File: src/inc/timer_two_pkg.sv
`default_nettype none
package timer_two_pkg;
  // Register addresses on the special-function register bus.
  localparam logic [7:0] ADDR_CONTROL = 8'hc8;
  localparam logic [7:0] ADDR_RELOAD_LOW = 8'hca;
  localparam logic [7:0] ADDR_RELOAD_HIGH = 8'hcb;
  localparam logic [7:0] ADDR_COUNT_LOW = 8'hcc;
  localparam logic [7:0] ADDR_COUNT_HIGH = 8'hcd;
  // Bit positions in timer_two_control.
  localparam int BIT_HIGH_FLAG = 7;
  localparam int BIT_LOW_FLAG = 6;
  localparam int BIT_LOW_IRQ_EN = 5;
  localparam int BIT_CAPTURE_EN = 4;
  localparam int BIT_SPLIT = 3;
  localparam int BIT_RUN = 2;
  localparam int BIT_RESERVED = 1;
  localparam int BIT_EXT_CLK = 0;
  localparam logic [7:0] RESET_BYTE = 8'h00;
  localparam logic [7:0] BYTE_MAX = 8'hff;
  localparam logic [7:0] UNMAPPED_READ = 8'h00;
  // Prescaler ratios: system clock by twelve, external clock by eight.
  localparam int SYS_DIV = 12;
  localparam int EXT_DIV = 8;
  localparam logic [3:0] SYS_DIV_LAST = 4'(SYS_DIV - 1);
  localparam logic [2:0] EXT_DIV_LAST = 3'(EXT_DIV - 1);
endpackage
`default_nettype wire

File: src/inc/tick_if.sv
`default_nettype none
interface tick_if;
  logic sys_tick;
  logic ext_tick;
  modport source (output sys_tick, output ext_tick);
  modport sink (input sys_tick, input ext_tick);
endinterface
`default_nettype wire

File: src/rtl/reload_capture_timer_two.sv
// How it works
// - High flag sets when the upper byte rolls from 0xFF to 0x00.
// - In 16-bit mode high flag sets when the count wraps 0xFFFF to 0x0000.
// - With this timer's interrupt enabled, a set high flag requests an interrupt.
// - Hardware never clears either overflow flag; software clears them by writing control.
// - Low flag sets on every lower byte rollover, in any mode.
// - Low interrupt enable plus timer interrupt enable gives a request per low overflow.
// - Capture mode copies the 16-bit count into reloads on pin falling edge.
// - Split select 0 gives one 16-bit reload counter, 1 gives two 8-bit.
// - Run bit gates counting; in split mode it gates the upper byte only.
// - In split mode the lower byte always counts.
// - External select 0 counts the system clock divided by twelve.
// - External select 1 counts the external clock divided by eight, resynchronised.
// - In either mode per-byte selects pick the undivided system clock or the shared source; the upper select only acts in split mode.
// - Lower reload register feeds the lower byte on reload.
// - In capture mode the lower reload register holds the captured lower byte.
// - Upper reload register feeds the upper byte, or holds its capture.
// - Count registers form one 16-bit counter, or two 8-bit timers when split.
`default_nettype none
module reload_capture_timer_two (
  input wire logic i_ref_clk,
  input wire logic i_srst,
  input wire logic [7:0] i_sfr_addr,
  input wire logic i_sfr_wr,
  input wire logic [7:0] i_sfr_wdata,
  output logic [7:0] o_sfr_rdata,
  input wire logic i_timer_irq_enable,
  input wire logic i_upper_byte_clock_select,
  input wire logic i_lower_byte_clock_select,
  input wire logic i_ext_clk,
  input wire logic i_capture_pin,
  output logic o_irq,
  output logic o_high_overflow_flag,
  output logic o_low_overflow_flag
);
  function automatic logic [7:0] byte_inc(input logic [7:0] value);
    byte_inc = 8'(value + 8'h01);
  endfunction

  function automatic logic [7:0] sfr_byte(input logic wr, input logic [7:0] wdata,
                                          input logic [7:0] held);
    sfr_byte = wr ? wdata : held;
  endfunction

  tick_if ticks ();

  tick_source u_tick_source (
    .i_ref_clk(i_ref_clk),
    .i_srst(i_srst),
    .i_ext_clk(i_ext_clk),
    .ticks(ticks.source)
  );

  logic high_flag_reg;
  logic low_flag_reg;
  logic low_irq_en_reg;
  logic capture_en_reg;
  logic split_reg;
  logic run_reg;
  logic ext_sel_reg;
  logic [7:0] reload_low_reg;
  logic [7:0] reload_high_reg;
  logic [7:0] count_low_reg;
  logic [7:0] count_high_reg;
  logic [7:0] rdata_reg;
  logic irq_reg;
  logic pin_prev_reg;

  // Register decode.
  wire wr_control = i_sfr_wr && (i_sfr_addr == timer_two_pkg::ADDR_CONTROL);
  wire wr_reload_low = i_sfr_wr && (i_sfr_addr == timer_two_pkg::ADDR_RELOAD_LOW);
  wire wr_reload_high = i_sfr_wr && (i_sfr_addr == timer_two_pkg::ADDR_RELOAD_HIGH);
  wire wr_count_low = i_sfr_wr && (i_sfr_addr == timer_two_pkg::ADDR_COUNT_LOW);
  wire wr_count_high = i_sfr_wr && (i_sfr_addr == timer_two_pkg::ADDR_COUNT_HIGH);

  // Counting sources. A per-byte select of 1 bypasses the prescaler for that byte.
  wire base_tick = ext_sel_reg ? ticks.ext_tick : ticks.sys_tick;
  wire low_tick = i_lower_byte_clock_select ? 1'b1 : base_tick;
  wire high_tick = i_upper_byte_clock_select ? 1'b1 : base_tick;

  // Counter stepping and overflow detection.
  wire low_step = split_reg ? low_tick : (run_reg && low_tick);
  wire high_split_step = split_reg && run_reg && high_tick;
  wire low_at_max = (count_low_reg == timer_two_pkg::BYTE_MAX);
  wire high_at_max = (count_high_reg == timer_two_pkg::BYTE_MAX);
  wire low_wrap = low_step && low_at_max;
  wire full_wrap = !split_reg && low_wrap && high_at_max;
  wire high_wrap = split_reg ? (high_split_step && high_at_max) : full_wrap;
  wire high_inc = split_reg ? high_split_step : low_wrap;
  wire low_reload = split_reg ? low_wrap : full_wrap;
  wire reload_mode = !capture_en_reg;
  wire capture_evt = capture_en_reg && pin_prev_reg && !i_capture_pin;

  // Next values. Software writes to a count byte win over the counter step.
  // In capture mode a wrap rolls to zero, because the reload pair holds the last capture.
  wire [7:0] count_low_step = (low_reload && reload_mode) ? reload_low_reg :
                              low_step ? byte_inc(count_low_reg) : count_low_reg;
  wire [7:0] count_high_step = (high_wrap && reload_mode) ? reload_high_reg :
                               high_inc ? byte_inc(count_high_reg) : count_high_reg;
  wire [7:0] count_low_next = sfr_byte(wr_count_low, i_sfr_wdata, count_low_step);
  wire [7:0] count_high_next = sfr_byte(wr_count_high, i_sfr_wdata, count_high_step);

  // A capture outranks a software write to the reload pair in the same cycle.
  wire [7:0] reload_low_next = capture_evt ? count_low_reg :
                               sfr_byte(wr_reload_low, i_sfr_wdata, reload_low_reg);
  wire [7:0] reload_high_next = capture_evt ? count_high_reg :
                                sfr_byte(wr_reload_high, i_sfr_wdata, reload_high_reg);

  // Flags are sticky: a hardware set beats a software clear in the same cycle.
  wire high_flag_hold = wr_control ? i_sfr_wdata[timer_two_pkg::BIT_HIGH_FLAG] : high_flag_reg;
  wire low_flag_hold = wr_control ? i_sfr_wdata[timer_two_pkg::BIT_LOW_FLAG] : low_flag_reg;
  wire high_flag_next = high_wrap || capture_evt || high_flag_hold;
  wire low_flag_next = low_wrap || low_flag_hold;
  wire low_irq_en_next = wr_control ? i_sfr_wdata[timer_two_pkg::BIT_LOW_IRQ_EN] : low_irq_en_reg;

  wire irq_next = i_timer_irq_enable &&
                  (high_flag_next || (low_flag_next && low_irq_en_next));

  wire [7:0] control_read = {high_flag_reg, low_flag_reg, low_irq_en_reg, capture_en_reg,
                             split_reg, run_reg, 1'b0, ext_sel_reg};
  // Reads have no side effects and the count bytes are not latched together,
  // so software should read the 16-bit count while the timer is stopped.
  wire [7:0] rdata_next =
    (i_sfr_addr == timer_two_pkg::ADDR_CONTROL) ? control_read :
    (i_sfr_addr == timer_two_pkg::ADDR_RELOAD_LOW) ? reload_low_reg :
    (i_sfr_addr == timer_two_pkg::ADDR_RELOAD_HIGH) ? reload_high_reg :
    (i_sfr_addr == timer_two_pkg::ADDR_COUNT_LOW) ? count_low_reg :
    (i_sfr_addr == timer_two_pkg::ADDR_COUNT_HIGH) ? count_high_reg :
    timer_two_pkg::UNMAPPED_READ;

  always_ff @(posedge i_ref_clk)
  begin
    if (i_srst)
    begin
      high_flag_reg <= 1'b0;
      low_flag_reg <= 1'b0;
      low_irq_en_reg <= 1'b0;
      irq_reg <= 1'b0;
    end
    else
    begin
      high_flag_reg <= high_flag_next;
      low_flag_reg <= low_flag_next;
      low_irq_en_reg <= low_irq_en_next;
      irq_reg <= irq_next;
    end
  end

  always_ff @(posedge i_ref_clk)
  begin
    if (i_srst)
    begin
      capture_en_reg <= 1'b0;
      split_reg <= 1'b0;
      run_reg <= 1'b0;
      ext_sel_reg <= 1'b0;
    end
    else if (wr_control)
    begin
      capture_en_reg <= i_sfr_wdata[timer_two_pkg::BIT_CAPTURE_EN];
      split_reg <= i_sfr_wdata[timer_two_pkg::BIT_SPLIT];
      run_reg <= i_sfr_wdata[timer_two_pkg::BIT_RUN];
      ext_sel_reg <= i_sfr_wdata[timer_two_pkg::BIT_EXT_CLK];
    end
  end

  always_ff @(posedge i_ref_clk)
  begin
    if (i_srst)
    begin
      reload_low_reg <= timer_two_pkg::RESET_BYTE;
      reload_high_reg <= timer_two_pkg::RESET_BYTE;
      count_low_reg <= timer_two_pkg::RESET_BYTE;
      count_high_reg <= timer_two_pkg::RESET_BYTE;
    end
    else
    begin
      reload_low_reg <= reload_low_next;
      reload_high_reg <= reload_high_next;
      count_low_reg <= count_low_next;
      count_high_reg <= count_high_next;
    end
  end

  // The pin history is cleared at reset so a low pin does not fake an edge afterwards.
  always_ff @(posedge i_ref_clk)
  begin
    if (i_srst)
    begin
      pin_prev_reg <= 1'b0;
      rdata_reg <= timer_two_pkg::UNMAPPED_READ;
    end
    else
    begin
      pin_prev_reg <= i_capture_pin;
      rdata_reg <= rdata_next;
    end
  end

  assign o_sfr_rdata = rdata_reg;
  assign o_irq = irq_reg;
  assign o_high_overflow_flag = high_flag_reg;
  assign o_low_overflow_flag = low_flag_reg;
endmodule
`default_nettype wire

File: src/rtl/tick_source.sv
`default_nettype none
module tick_source (
  input wire logic i_ref_clk,
  input wire logic i_srst,
  input wire logic i_ext_clk,
  tick_if.source ticks
);
  logic [3:0] sys_cnt_reg;
  logic [2:0] ext_cnt_reg;
  logic ext_prev_reg;
  logic sys_tick_reg;
  logic ext_tick_reg;
  logic [3:0] tick_gap_reg;

  wire sys_last = (sys_cnt_reg == timer_two_pkg::SYS_DIV_LAST);
  wire ext_rise = i_ext_clk && !ext_prev_reg;
  wire ext_last = (ext_cnt_reg == timer_two_pkg::EXT_DIV_LAST);

  always_ff @(posedge i_ref_clk)
  begin
    if (i_srst)
    begin
      sys_cnt_reg <= 4'h0;
      sys_tick_reg <= 1'b0;
    end
    else
    begin
      sys_cnt_reg <= sys_last ? 4'h0 : 4'(sys_cnt_reg + 4'h1);
      sys_tick_reg <= sys_last;
    end
  end

  // The external edge is counted here and re-emitted as a one-cycle pulse of the system clock.
  always_ff @(posedge i_ref_clk)
  begin
    if (i_srst)
    begin
      ext_prev_reg <= 1'b0;
      ext_cnt_reg <= 3'h0;
      ext_tick_reg <= 1'b0;
    end
    else
    begin
      ext_prev_reg <= i_ext_clk;
      if (ext_rise)
        ext_cnt_reg <= 3'(ext_cnt_reg + 3'h1);
      ext_tick_reg <= ext_rise && ext_last;
    end
  end

  assign ticks.sys_tick = sys_tick_reg;
  assign ticks.ext_tick = ext_tick_reg;

  // Cycles since the last system tick, kept only for the period check below.
  always_ff @(posedge i_ref_clk)
  begin
    if (i_srst)
      tick_gap_reg <= 4'h0;
    else
      tick_gap_reg <= sys_tick_reg ? 4'h1 : 4'(tick_gap_reg + 4'h1);
  end
endmodule
`default_nettype wire

File: config.mk
export PLATFORM = sky130hd
export DESIGN_NAME = reload_capture_timer_two
export DESIGN_NICKNAME = d
export VERILOG_FILES = /design/src/inc/timer_two_pkg.sv /design/src/inc/tick_if.sv /design/src/rtl/reload_capture_timer_two.sv /design/src/rtl/tick_source.sv
export SDC_FILE = /design/constraint.sdc
export NUM_CORES = 1
export LEC_CHECK = 0
export BUFFER_PORTS_ARGS = -buffer_cell sky130_fd_sc_hd__buf_4
export CAP_MARGIN = 20
export CELL_PAD_IN_SITES_DETAIL_PLACEMENT = 1
export CELL_PAD_IN_SITES_GLOBAL_PLACEMENT = 2
export CORE_MARGIN = 8
export CORE_UTILIZATION = 37
export CTS_BUF_LIST = sky130_fd_sc_hd__clkbuf_8
export DETAILED_ROUTE_END_ITERATION = 16
export PLACE_DENSITY = 0.86
export SLEW_MARGIN = 20
export SYNTH_ARGS = -nofsm -noshare
export SYNTH_HDL_FRONTEND = slang
export SYNTH_HIERARCHICAL = 1
export SYNTH_SLANG_ARGS = --single-unit
File: constraint.sdc
create_clock -name i_ref_clk -period 2.4 [get_ports i_ref_clk]
set_input_delay 0.48 -clock i_ref_clk [delete_from_list [all_inputs] [get_ports i_ref_clk]]
set_output_delay 0.48 -clock i_ref_clk [all_outputs]
set_load 0.01 [all_outputs]
==> results of run 1 <==
path summary, 6_finish.rpt:
kind	start	endpoint	slack (ps)	cells past startpoint
setup / recovery	count_high_reg[1]$_SDFFE_PP0P_	count_low_reg[7]$_SDFFE_PP0P_	200	7
setup reg to reg	count_high_reg[1]$_SDFFE_PP0P_	count_low_reg[7]$_SDFFE_PP0P_	200	7
hold / removal	i_capture_pin	pin_prev_reg$_SDFF_PP0_	350	2
hold reg to reg	u_tick_source/sys_cnt_reg[0]$_SDFF_PP0_	u_tick_source/sys_cnt_reg[0]$_SDFF_PP0_	490	1
power groups by stage:
stage / logic, mW / registers, mW / clock network [mW]
2_1_floorplan: 0.0606 / 1.02 / 0
3_3_place_gp: 0.124 / 1.02 / 0
3_5_place_dp: 0.126 / 1.02 / 0
4_1_cts: 0.127 / 0.997 / 1.08
5_1_grt: 0.138 / 0.998 / 1.11
6_report: 0.126 / 0.998 / 1.05
kinds of logic after synthesis:
logic type | count (synthesis) | synth area share, %
AOI/OAI and AO/OA | 77 | 19.0
DFF | 59 | 37.3
muxes | 39 | 12.5
and+or+nand+nor | 147 | 24.1
adders and majority gates | 5 | 1.97
buffers and inverters | 26 | 3.24
xor gates and xnor gates | 7 | 1.94
cell type report:
class,instances,area (um^2)
Inverter,3,11.3
Tap cell,105,131
Timing Repair Buffer,62,465
Sequential cell,59,1180
Clock inverter,5,76.3
Multi-Input combinational cell,275,1880
Clock buffer,11,151
Fill cell,1000,4360
per-stage QoR:
| stage | instance area [um^2] | hold slack [ps] | worst slack (ps) | util [%] |
|---|---|---|---|---|
| after floorplan | 3170 | 454 | 223 | - |
| after global placement | 3670 | 471 | 155 | 44.5 |
| after detailed placement | 3670 | 487 | 87.8 | 44.5 |
| after CTS | 3900 | 339 | 184 | 47.2 |
| after global routing | 3900 | 377 | 33.5 | 47.2 |
| final | 3900 | 346 | 200 | 47.2 |
cell usage after synthesis (all sizes together) (3+ instances only):
| master | number |
|---|---|
| a2111oi | 5 |
| a211oi | 23 |
| a21oi | 11 |
| a221o | 3 |
| a22o | 4 |
| a22oi | 7 |
| a31oi | 3 |
| and2 | 4 |
| and3 | 8 |
| and4 | 3 |
| clkbuf | 21 |
| dfxtp | 59 |
| ha | 5 |
| inv | 3 |
| mux2 | 5 |
| mux2i | 34 |
| nand2 | 13 |
| nand2b | 4 |
| nand3 | 10 |
| nand3b | 3 |
| nand4 | 3 |
| nor2 | 60 |
| nor2b | 4 |
| nor3 | 9 |
| nor4 | 7 |
| o211ai | 3 |
| o21ai | 4 |
| o22ai | 3 |
| or3 | 5 |
| xnor2 | 4 |
| xor2 | 3 |
worst register-to-register path: cells and delay by family, from the launching register on:
family,cells,cell delay (ps)
compound gates,2,700
fa+ha+maj,1,220
buf+inv,1,240
flops,1,420
mux,1,110
simple gates,2,380
per-layer routing:
| metal | part of all wire (%) | wire length, um | global-route usage [%] |
|---|---|---|---|
| met1 | 47 | 4780 | 23.5 |
| met2 | 47 | 4760 | 28.4 |
| met3 | 5.1 | 517 | 4.40 |
| met4 | 1.6 | 167 | 6.55 |
| met5 | 0 | 0 | 0 |
cells in the final DEF, fill, tap and decap left out, types with 3 or more instances in the layout:
cell,count
sky130_fd_sc_hd__and2_1,4
sky130_fd_sc_hd__a31oi_1,3
sky130_fd_sc_hd__ha_1,5
sky130_fd_sc_hd__nor2_1,60
sky130_fd_sc_hd__o21ai_0,3
sky130_fd_sc_hd__xor2_1,3
sky130_fd_sc_hd__a221o_1,3
sky130_fd_sc_hd__a22o_1,4
sky130_fd_sc_hd__a22oi_1,7
sky130_fd_sc_hd__xnor2_1,4
sky130_fd_sc_hd__mux2_2,5
sky130_fd_sc_hd__mux2i_1,34
sky130_fd_sc_hd__dfxtp_1,59
sky130_fd_sc_hd__inv_1,4
sky130_fd_sc_hd__nand3b_1,3
sky130_fd_sc_hd__nor4_1,7
sky130_fd_sc_hd__nand3_1,9
sky130_fd_sc_hd__and4_1,3
sky130_fd_sc_hd__nand2_1,13
sky130_fd_sc_hd__nor2b_1,4
sky130_fd_sc_hd__a211oi_1,23
sky130_fd_sc_hd__clkbuf_8,11
sky130_fd_sc_hd__a21oi_1,11
sky130_fd_sc_hd__nor3_1,9
sky130_fd_sc_hd__o211ai_1,3
sky130_fd_sc_hd__and3_1,8
sky130_fd_sc_hd__nand2b_1,4
sky130_fd_sc_hd__buf_4,62
sky130_fd_sc_hd__or3_1,5
==> impl_summary.txt, run 1 <==
----------------------------------------------------
[GRT]
  Wire length of the first global-routing pass ... 16.5 mm
  Number of global-route vias before repair ... 3039
  Number of antenna violations at the first check in global routing ... 0
  Global route total overflow ... 0
  Largest net degree at the start of global routing ... 34
  Total global routing track utilization ... 18.1%

[Pwr]
  Cell internal pwr ... approximately 1.7 mW
  Power per Cell Area ... 558 nW/um^2
  Clock power frac ... 48.4%
  Overall power after layout ... 2.18 mW
  Cell leakage power ... 1.67 nW
  Highest ir drop seen on vdd ... 0.316 mV
  Switching pwr ... about 0.50 mW
  Sequential Power Share ... 45.8%
  Part of the power in combinational logic ... 5.8%
  Net switching share of the total power ... between 20% and 30%

[Logic synthesis]
  Synth warn ... 6
  Synth unique cells ... 58
  EDFF count, synth ... 0
  Top cells by area in the synthesized netlist ... sky130_fd_sc_hd__dfxtp_1 37%, sky130_fd_sc_hd__mux2i_1 11%, sky130_fd_sc_hd__nor2_1 7.1%, sky130_fd_sc_hd__a211oi_1 5.5%, sky130_fd_sc_hd__clkbuf_1 2.5%
  Sequential fraction of the synthesis area ... 37.3%
  Cell type contributing the most total cell area after synthesis ... sky130_fd_sc_hd__dfxtp_1
  Register bit total from synthesis ... 59
  Syn nets ... around 400
  Area of the mapped netlist ... 3170 um^2
  Gate Count Post-Synth ... 360
  Synth Flop Type ... sky130_fd_sc_hd__dfxtp_1
  Yosys top cell area share ... 37.3%
  Ys async rst share ... 0%
  Average cell area after synthesis ... 8.80 um^2

[Clock network]
  TritonCTS clock tree ... built
  Clock Latency Late Sink ... approximately 350 ps
  Post-CTS Setup Inserts ... 0
  Count of H-tree levels built during CTS ... 3
  Maximum clock insertion buffer count ... 2
  Num CTS Buffers ... 9
  Total of cells resized after clock tree synthesis ... 0
  CTS Root Cell ... sky130_fd_sc_hd__clkbuf_8
  Cts-stage hold buffer count ... 0
  Clock transition at path regs ... around 80 ps
  Number of clock sinks seen by CTS ... ~60

[STA]
  Final number of hold-violating endpoints ... 0
  Final setup skew ... around 11 ps
  RSZ-0062 raised after global routing ... no
  Slew @ Worst Pin ... 531 ps
  Final number of setup-violating endpoints ... 0
  Time the worst path needs with I/O delays and setup ... approximately 2200 ps
  Setup TNS after final layout ... 0 ps
  Maximum clock rate ... 455 MHz
  Number of pins with negative max-slew slack in the final report ... 0
  Slew margin rel. ... about 65%
  Final cycle utilization of the critical path ... 91.7%

[Floorplanning]
  Die area ... 11800 um^2
  Std cell rows ... 33
  Core area ... a little over 8000 um^2
  Top-level port count ... 35
  Starting density of the core ... between 30% and 40%
  Vert. Die Dim ... 109 um
  Die X ... 109 um

[Setup path]
  Cells along the critical path ... ha_1 > nand3_2 > or2_4 > a2111oi_4 > buf_4 > mux2i_1 > a2111oi_2
  Signal arrival time at the worst endpoint ... 2440 ps
  Critical path data required time ... 2640 ps
  Cell type group with the largest total delay on the critical path ... compound AO/OA/AOI/OAI gates
  Critical path peak fanout ... 9
  Highest cell delay on the worst timing path ... 420 ps
  Critical-path cell with the highest stage delay ... sky130_fd_sc_hd__dfxtp_1
  Capturing element type of the critical path ... register
  Buffering stage count on the worst path with inverters included ... 1
  Worst setup path category ... register to register
  Startpoint types ... register

[Run status]
  Result of the run ... completed

[Placement]
  Cell total after placement ... 504
  Port buffer count ... 34
  Last weighted congestion value of the routability-driven placer ... approximately 0.9
  HPWL after detailed placement ... 7.66 mm

[Drt]
  Post-DR vias/cell ... 5.72
  Antenna-violating nets left ... 0
  Number of remaining DRC errors ... 0
  Wire length per cell after detailed routing ... approximately 20 um
  Total length of routed wires ... 10.2 mm
  Vias after detailed routing ... 2975
  Count of TritonRoute iterations in the first routing pass ... 4
  Number of design-rule violations left by the first detailed-router iteration ... 198

[Layout]
  Number of antenna diodes ... 0
  Final std cells w/o fill ... 520
  Area Overhead vs Synth ... 23.1%
  Share of post-route cells with drive strength above 1 ... 21.7%
  Final-stage net count ... 439

[Worst hold path]
  Path category of the worst min-delay check ... primary input to register

[Job]
  Number of max-capacitance violations reported ... 0

----------------------------------------------------
Power figures use the tool's default switching activity.
==> inputs of run 2 (changes only) <==
--- a/config.mk
+++ b/config.mk
@@ -14,8 +14,6 @@
 export CTS_BUF_LIST = sky130_fd_sc_hd__clkbuf_8
 export DETAILED_ROUTE_END_ITERATION = 16
 export PLACE_DENSITY = 0.86
-export SLEW_MARGIN = 20
 export SYNTH_ARGS = -nofsm -noshare
 export SYNTH_HDL_FRONTEND = slang
-export SYNTH_HIERARCHICAL = 1
 export SYNTH_SLANG_ARGS = --single-unit
==> run 2 against run 1 <==
Compared with the run above:
- maximum frequency rose by 0.21%
- critical endpoint is now count_low_reg[3]$_SDFFE_PP0P_
- synthesized area fell by 0.83%
- final cell count fell by 3.5%
- sequential share of layout area rose by 0.66 points
- largest cell class unchanged
- setup slack improved by 4.7 ps
- combinational power fell by 9%
- non-clock buffer count fell by 5
==> impl_summary.txt, run 2 <==
----------------------------------------------------
[Pwr]
  Power per Cell Area ... 560 nW/um^2 (+0.41%)
  Highest ir drop seen on vdd ... 0.285 mV (-9.7%)
  Cell leakage power ... 1.44 nW (-14%)

[STA]
  Number of pins with negative max-slew slack in the final report ... 0 (unchanged)
  Slew @ Worst Pin ... 667 ps (+136 ps)
  Final setup skew ... 11.5 ps (+0.353 ps)
  Slew margin rel. ... 55.5% (-9.0 points)
  Maximum clock rate ... 456 MHz (+0.21%)
  RSZ-0062 raised after global routing ... no
  Setup TNS after final layout ... 0 ps (unchanged)
  Final cycle utilization of the critical path ... 91.5% (-0.20 points)
  Time the worst path needs with I/O delays and setup ... 2200 ps (-4.71 ps)
  WHS ... 345 ps (-0.249 ps)
  Final number of setup-violating endpoints ... 0 (unchanged)
  Final number of hold-violating endpoints ... 0 (unchanged)

[Placement]
  HPWL after detailed placement ... 7.67 mm (+0.16%)
  Port buffer count ... 34 (unchanged)
  Last weighted congestion value of the routability-driven placer ... 0.842 (-5.1%)

[Layout]
  Share of post-route cells with drive strength above 1 ... 23.2% (+1.5 points)
  Number of antenna diodes ... 0 (unchanged)
  Area Overhead vs Synth ... 21.5%
  Most frequent cells in the layout ... 59 x sky130_fd_sc_hd__dfxtp_1, 55 x sky130_fd_sc_hd__buf_4, 45 x sky130_fd_sc_hd__nor2_1, 25 x sky130_fd_sc_hd__mux2i_1
  Final-stage net count ... 422 (-3.9%)
  Leading cell type in the layout, fill and taps excluded ... sky130_fd_sc_hd__dfxtp_1

[Clock network]
  Total of cells resized after clock tree synthesis ... 0 (unchanged)
  Clock Latency Late Sink ... 350 ps (about the same)
  Count of H-tree levels built during CTS ... 3 (unchanged)
  Number of clock sinks seen by CTS ... 59 (unchanged)
  Cts-stage hold buffer count ... 0 (unchanged)
  Post-CTS Setup Inserts ... 0 (unchanged)
  Clock transition at path regs ... 70 ps (about the same)
  CTS Root Cell ... sky130_fd_sc_hd__clkbuf_8
  Maximum clock insertion buffer count ... 2 (unchanged)
  TritonCTS clock tree ... built
  Num CTS Buffers ... 9 (unchanged)

[Logic synthesis]
  Most common cell in the netlist ... sky130_fd_sc_hd__dfxtp_1
  Synth cell count leaders ... 59 x sky130_fd_sc_hd__dfxtp_1, 45 x sky130_fd_sc_hd__nor2_1, 25 x sky130_fd_sc_hd__mux2i_1
  Synth unique cells ... 58 (unchanged)
  Post-synthesis share of cell area spent on and, or, nand and nor gates ... 22.2% (-1.8 points)
  Ys async rst share ... 0% (unchanged)
  Share of cell area taken by muxes after synthesis ... 12.3% (-0.25 points)
  Yosys top cell area share ... 37.6% (+0.31 points)
  EDFF count, synth ... 0 (unchanged)
  Synth Flop Type ... sky130_fd_sc_hd__dfxtp_1
  Area of the mapped netlist ... 3140 um^2 (-0.83%)
  Synthesized-area fraction occupied by ao, oa, aoi and oai cells ... 18.8% (-0.20 points)
  Gate Count Post-Synth ... 352 (-2.2%)
  Top cells by area in the synthesized netlist ... sky130_fd_sc_hd__dfxtp_1 38%, sky130_fd_sc_hd__mux2i_1 8.0%, sky130_fd_sc_hd__a211oi_1 5.5%, sky130_fd_sc_hd__nor2_1 5.4%, sky130_fd_sc_hd__mux2_2 4.3%
  Post-synthesis share of cell area spent on full adders, half adders and majority gates ... 1.99% (+0.017 points)
  Syn nets ... 381 (-2.1%)
  Synth warn ... 0 (-6)
  Combinational family with the most area after synthesis ... simple AND/OR/NAND/NOR gates
  Register bit total from synthesis ... 59 (unchanged)
  Cell type contributing the most total cell area after synthesis ... sky130_fd_sc_hd__dfxtp_1
  Post-synthesis xor/xnor area fraction ... 3.07% (+1.1 points)
  Sequential fraction of the synthesis area ... 37.6% (+0.31 points)
  Average cell area after synthesis ... 8.93 um^2 (+1.4%)

[Drt]
  Vias after detailed routing ... 2975 (unchanged)
  Wire length per cell after detailed routing ... 20.9 um (+6.5%)
  Number of remaining DRC errors ... 0 (unchanged)
  Post-DR vias/cell ... 5.93 (+3.6%)
  Number of design-rule violations left by the first detailed-router iteration ... 293 (+48%)
  Antenna-violating nets left ... 0 (unchanged)
  Count of TritonRoute iterations in the first routing pass ... 5 (+1)
  Total length of routed wires ... 10.5 mm (+2.8%)

[GRT]
  Number of global-route vias before repair ... 2923 (-3.8%)
  Number of antenna violations at the first check in global routing ... 0 (unchanged)
  Wire length of the first global-routing pass ... 16.6 mm (+0.67%)
  Largest net degree at the start of global routing ... 64 (+88%)
  Total global routing track utilization ... 18.6% (+0.50 points)
  Global route total overflow ... 0 (unchanged)

[Floorplanning]
  Core area ... 8220 um^2 (-0.50%)
  Std cell rows ... 33 (unchanged)
  Top-level port count ... 35 (unchanged)
  Starting density of the core ... 38.2% (-0.13 points)
  Vert. Die Dim ... 108 um (-0.35%)
  Die area ... 11700 um^2 (-0.71%)
  Die X ... 108 um (-0.35%)

[Setup path]
  Register-to-register path setup slack ... 200 ps (about the same)
  Capturing element type of the critical path ... register
  Startpoint types ... register
  Signal arrival time at the worst endpoint ... 2430 ps (about the same)
  R2r worst-path depth ... 6 (-1)
  Worst setup path endpoint ... count_low_reg[3]$_SDFFE_PP0P_
  Worst setup path category ... register to register
  Crit path from ... ext_sel_reg$_SDFFE_PP0P_
  Critical R2R Launch ... ext_sel_reg$_SDFFE_PP0P_
  Critical path peak fanout ... 5 (-4)
  Critical path data required time ... 2630 ps (about the same)
  Reg-to-reg critical path endpoint ... count_low_reg[3]$_SDFFE_PP0P_

[Job]
  Number of max-capacitance violations reported ... 0 (unchanged)

[Run status]
  Result of the run ... completed

[Worst hold path]
  Path category of the worst min-delay check ... primary input to register
  Number of stages on the worst hold path ... 2 (unchanged)

----------------------------------------------------
run 2: cell count changes after synthesis, sizes merged, moves of 7 or more:
cell    delta
mux2       +7
nor2      -15
a222oi     +8
nand2     +10
mux2i      -9
run 2: kinds of logic (layout without fill, tap and decap cells):
family / after synthesis / after routing
compound gates: 79 / 79
xor+xnor: 11 / 11
fa+ha+maj: 5 / 5
buf+inv: 28 / 73
flops: 59 / 59
mux: 37 / 37
simple gates: 133 / 133
run 2: worst max-delay path, stage by stage, from the launching register on:
cell	delay, ps
sky130_fd_sc_hd__dfxtp_1	420
sky130_fd_sc_hd__mux2_2	410
sky130_fd_sc_hd__o22ai_1	310
sky130_fd_sc_hd__buf_4	220
sky130_fd_sc_hd__or3_1	200
sky130_fd_sc_hd__nor2b_1	140
sky130_fd_sc_hd__a221o_1	370
run 2: worst min-delay path by stage:
stage | from | end | slack (ps)
floorplan | u_tick_source.sys_cnt_reg[0]$_SDFF_PP0_ | u_tick_source.sys_cnt_reg[0]$_SDFF_PP0_ | 430
finish | i_capture_pin | pin_prev_reg$_SDFF_PP0_ | 350
global route | i_capture_pin | pin_prev_reg$_SDFF_PP0_ | 340
detailed placement | u_tick_source.sys_cnt_reg[0]$_SDFF_PP0_ | u_tick_source.sys_cnt_reg[0]$_SDFF_PP0_ | 460
global placement | u_tick_source.sys_cnt_reg[0]$_SDFF_PP0_ | u_tick_source.sys_cnt_reg[0]$_SDFF_PP0_ | 440
CTS | i_capture_pin | pin_prev_reg$_SDFF_PP0_ | 340
run 2: metal layers:
metal  vias to the layer above  global-route usage [%]  part of all wire (%)
li1                       1397                       -                     -
met1                      1466                    25.1                    47
met2                       103                    28.1                    45
met3                         9                    5.00                   7.2
met4                         0                    5.65                  0.90
met5                         -                       0                     0
run 2: per-stage QoR:
| stage | total power, mW | util, % | instance area (um^2) | std cells | setup slack [ps] |
|---|---|---|---|---|---|
| after floorplan | 1.07 | - | 3140 | 352 | 204 |
| after detailed placement | 1.14 | 43.8 | 3600 | 487 | 115 |
| after global routing | 2.21 | 46.5 | 3820 | 502 | 93.6 |
| after CTS | 2.15 | 46.5 | 3820 | 502 | 238 |
| after global placement | 1.13 | 43.8 | 3600 | 487 | 144 |
| final | 2.14 | 46.5 | 3820 | 502 | 205 |
run 2: final cells by class:
cell class	count	area, um^2
Timing Repair Buffer	57	453
Clock inverter	5	77.6
Multi-Input combinational cell	265	1830
Sequential cell	59	1180
Tap cell	105	131
Fill cell	965	4400
Clock buffer	10	138
Inverter	1	3.75
run 2: report_power, final:
part / internal (mW) / leakage [nW] / switching [mW] / total [mW]
Clock: 0.603 / 0.108 / 0.423 / 1.03
Sequential: 0.989 / 0.477 / 0.00768 / 0.997
Combinational: 0.0501 / 0.852 / 0.0652 / 0.115
Total: 1.64 / 1.44 / 0.496 / 2.14
==> inputs of run 3 (changes only) <==
==> constraint.sdc (replaced) <==
create_clock -name i_ref_clk -period 2.1 [get_ports i_ref_clk]
set_input_delay 0.42 -clock i_ref_clk [delete_from_list [all_inputs] [get_ports i_ref_clk]]
set_output_delay 0.42 -clock i_ref_clk [all_outputs]
set_load 0.01 [all_outputs]
==> run 3 against run 2 <==
Compared with the run above:
- clock power up 29%
- non-clock buffer count increased by 13
- setup slack got worse by 47 ps
- final cell count rose by 2.8%
- power is 22% higher
- design area increased by 3.9%
- register-to-register slack lost 50 ps
- flip-flop and latch count unchanged
==> impl_summary.txt, run 3 (same netlist as run 2, synthesis figures left out) <==
----------------------------------------------------
[GRT]
  Global route total overflow ... 0 (unchanged)
  Largest net degree at the start of global routing ... 64 (unchanged)
  Number of antenna violations at the first check in global routing ... 0 (unchanged)
  Wire length of the first global-routing pass ... 17.3 mm (+4.2%)
  Number of global-route vias before repair ... 3231 (+11%)
  Total global routing track utilization ... 19.1% (+0.56 points)

[Layout]
  Leading cell type in the layout, fill and taps excluded ... sky130_fd_sc_hd__buf_4
  Utilization after layout ... 48.3% (+1.8 points)
  Area Overhead vs Synth ... 26.2%
  Share of post-route cells with drive strength above 1 ... 26.0% (+2.9 points)
  Number of antenna diodes ... 0 (unchanged)
  Most frequent cells in the layout ... 68 x sky130_fd_sc_hd__buf_4, 59 x sky130_fd_sc_hd__dfxtp_1, 45 x sky130_fd_sc_hd__nor2_1, 25 x sky130_fd_sc_hd__mux2i_1
  Final Cell Area ... 3970 um^2 (+3.9%)
  Final-stage net count ... 435 (+3.1%)

[Clock network]
  Num CTS Buffers ... 9 (unchanged)
  Clock transition at path regs ... 80 ps (about the same)
  Maximum clock insertion buffer count ... 2 (unchanged)
  Count of H-tree levels built during CTS ... 3 (unchanged)
  CTS Root Cell ... sky130_fd_sc_hd__clkbuf_8
  TritonCTS clock tree ... built
  Number of clock sinks seen by CTS ... 59 (unchanged)
  Clock Latency Late Sink ... 350 ps (about the same)
  Post-CTS Setup Inserts ... 0 (unchanged)

[Placement]
  Port buffer count ... 34 (unchanged)
  Placed cell areas ... 3700 um^2 (+2.8%)
  Last weighted congestion value of the routability-driven placer ... 0.880 (+4.4%)
  HPWL after detailed placement ... 7.69 mm (+0.16%)

[Floorplanning]
  Top-level port count ... 35 (unchanged)
  Core area ... 8220 um^2 (unchanged)
  Die X ... 108 um (unchanged)
  Starting density of the core ... 38.2% (unchanged)
  Std cell rows ... 33 (unchanged)
  Vert. Die Dim ... 108 um (unchanged)
  Die area ... 11700 um^2 (unchanged)

[STA]
  Slew @ Worst Pin ... 657 ps (-9.84 ps)
  Slew margin rel. ... 56.2% (+0.66 points)
  Final cycle utilization of the critical path ... 92.5% (+1.0 points)
  Final number of setup-violating endpoints ... 0 (unchanged)
  Final number of hold-violating endpoints ... 0 (unchanged)
  WHS ... 286 ps (-59.8 ps)
  Final setup skew ... 14.2 ps (+2.76 ps)
  Maximum clock rate ... 515 MHz (+13%)
  Time the worst path needs with I/O delays and setup ... 1940 ps (-253 ps)
  Number of pins with negative max-slew slack in the final report ... 0 (unchanged)

[Pwr]
  Highest ir drop seen on vdd ... 0.396 mV (+39%)
  Cell leakage power ... 1.53 nW (+6.8%)
  Power per Cell Area ... 656 nW/um^2 (+17%)

[Setup path]
  Highest cell delay on the worst timing path ... 370 ps (-50 ps)
  Startpoint types ... register
  Capturing element type of the critical path ... register
  Worst setup path category ... register to register
  Cell type group with the largest total delay on the critical path ... simple AND/OR/NAND/NOR gates
  Cells along the critical path ... ha_1 > nand4_1 > o21bai_1 > and4b_1 > nor2b_1 > buf_4 > a21o_1
  Critical path data required time ... 2400 ps (-230 ps)
  Critical path peak fanout ... 4 (-1)
  Buffering stage count on the worst path with inverters included ... 1 (unchanged)
  Critical-path cell with the highest stage delay ... sky130_fd_sc_hd__nor2b_1
  Signal arrival time at the worst endpoint ... 2240 ps (-190 ps)

[Run status]
  Result of the run ... completed

[Drt]
  Post-DR vias/cell ... 5.96 (+0.52%)
  Number of design-rule violations left by the first detailed-router iteration ... 242 (-17%)
  Count of TritonRoute iterations in the first routing pass ... 5 (unchanged)
  Vias after detailed routing ... 3074 (+3.3%)
  Total length of routed wires ... 10.7 mm (+1.9%)
  Wire length per cell after detailed routing ... 20.8 um (-0.90%)
  Antenna-violating nets left ... 0 (unchanged)
  Number of remaining DRC errors ... 0 (unchanged)

[Job]
  Number of max-capacitance violations reported ... 0 (unchanged)

[Worst hold path]
  Path category of the worst min-delay check ... primary input to register

----------------------------------------------------
-- run 3: per-layer routing --
metal / track usage [%] / up-vias / routed length, um
met1: 22.7 / 1530 / 4640
met5: 0 / - / 0
met3: 3.81 / 26 / 599
li1: - / 1419 / -
met2: 32.0 / 99 / 5100
met4: 10.1 / 0 / 368
-- run 3: final cells by class --
| class | count | area (um^2) |
|---|---|---|
| clock buffers | 10 | 138 |
| clock inverters | 6 | 113 |
| fillers | 966 | 4250 |
| inverters | 1 | 3.75 |
| multi-input cells | 265 | 1850 |
| flip-flops and latches | 59 | 1180 |
| well taps | 105 | 131 |
| repair buffers | 70 | 551 |
-- run 3: what timing repair did --
action                                 CTS  global route
setup endpoints to repair                0             1
resized for setup                        0             2
hold buffers                             0             0
endpoints found under the hold margin    0             0
-- run 3: per-stage QoR --
stage          total power [mW]  setup TNS [ps]  std cells  setup WS [ps]
2_1_floorplan              1.23            -123        352          -20.1
3_3_place_gp               1.29            -214        500          -51.5
3_5_place_dp               1.30            -540        500          -91.2
4_1_cts                    2.62               0        516           96.9
5_1_grt                    2.69           -3.45        516          -3.45
6_report                   2.60               0        516            158
-- run 3: path summary, 6_finish.rpt --
| kind | slack (ps) | startpoint | depth (start not counted) | to |
|---|---|---|---|---|
| max | 160 | count_high_reg[0]$_SDFFE_PP0P_ | 7 | count_low_reg[4]$_SDFFE_PP0P_ |
| min | 290 | i_ext_clk | 2 | u_tick_source.ext_prev_reg$_SDFF_PP0_ |
| max reg2reg | 160 | count_high_reg[0]$_SDFFE_PP0P_ | 7 | count_low_reg[4]$_SDFFE_PP0P_ |
| min reg2reg | 470 | u_tick_source.sys_cnt_reg[0]$_SDFF_PP0_ | 1 | u_tick_source.sys_cnt_reg[0]$_SDFF_PP0_ |
-- run 3: power by group --
group          switching (mW)  total, mW  internal, mW
combinational          0.0737      0.133        0.0597
sequential            0.00867       1.14          1.13
clock                   0.507       1.33         0.823
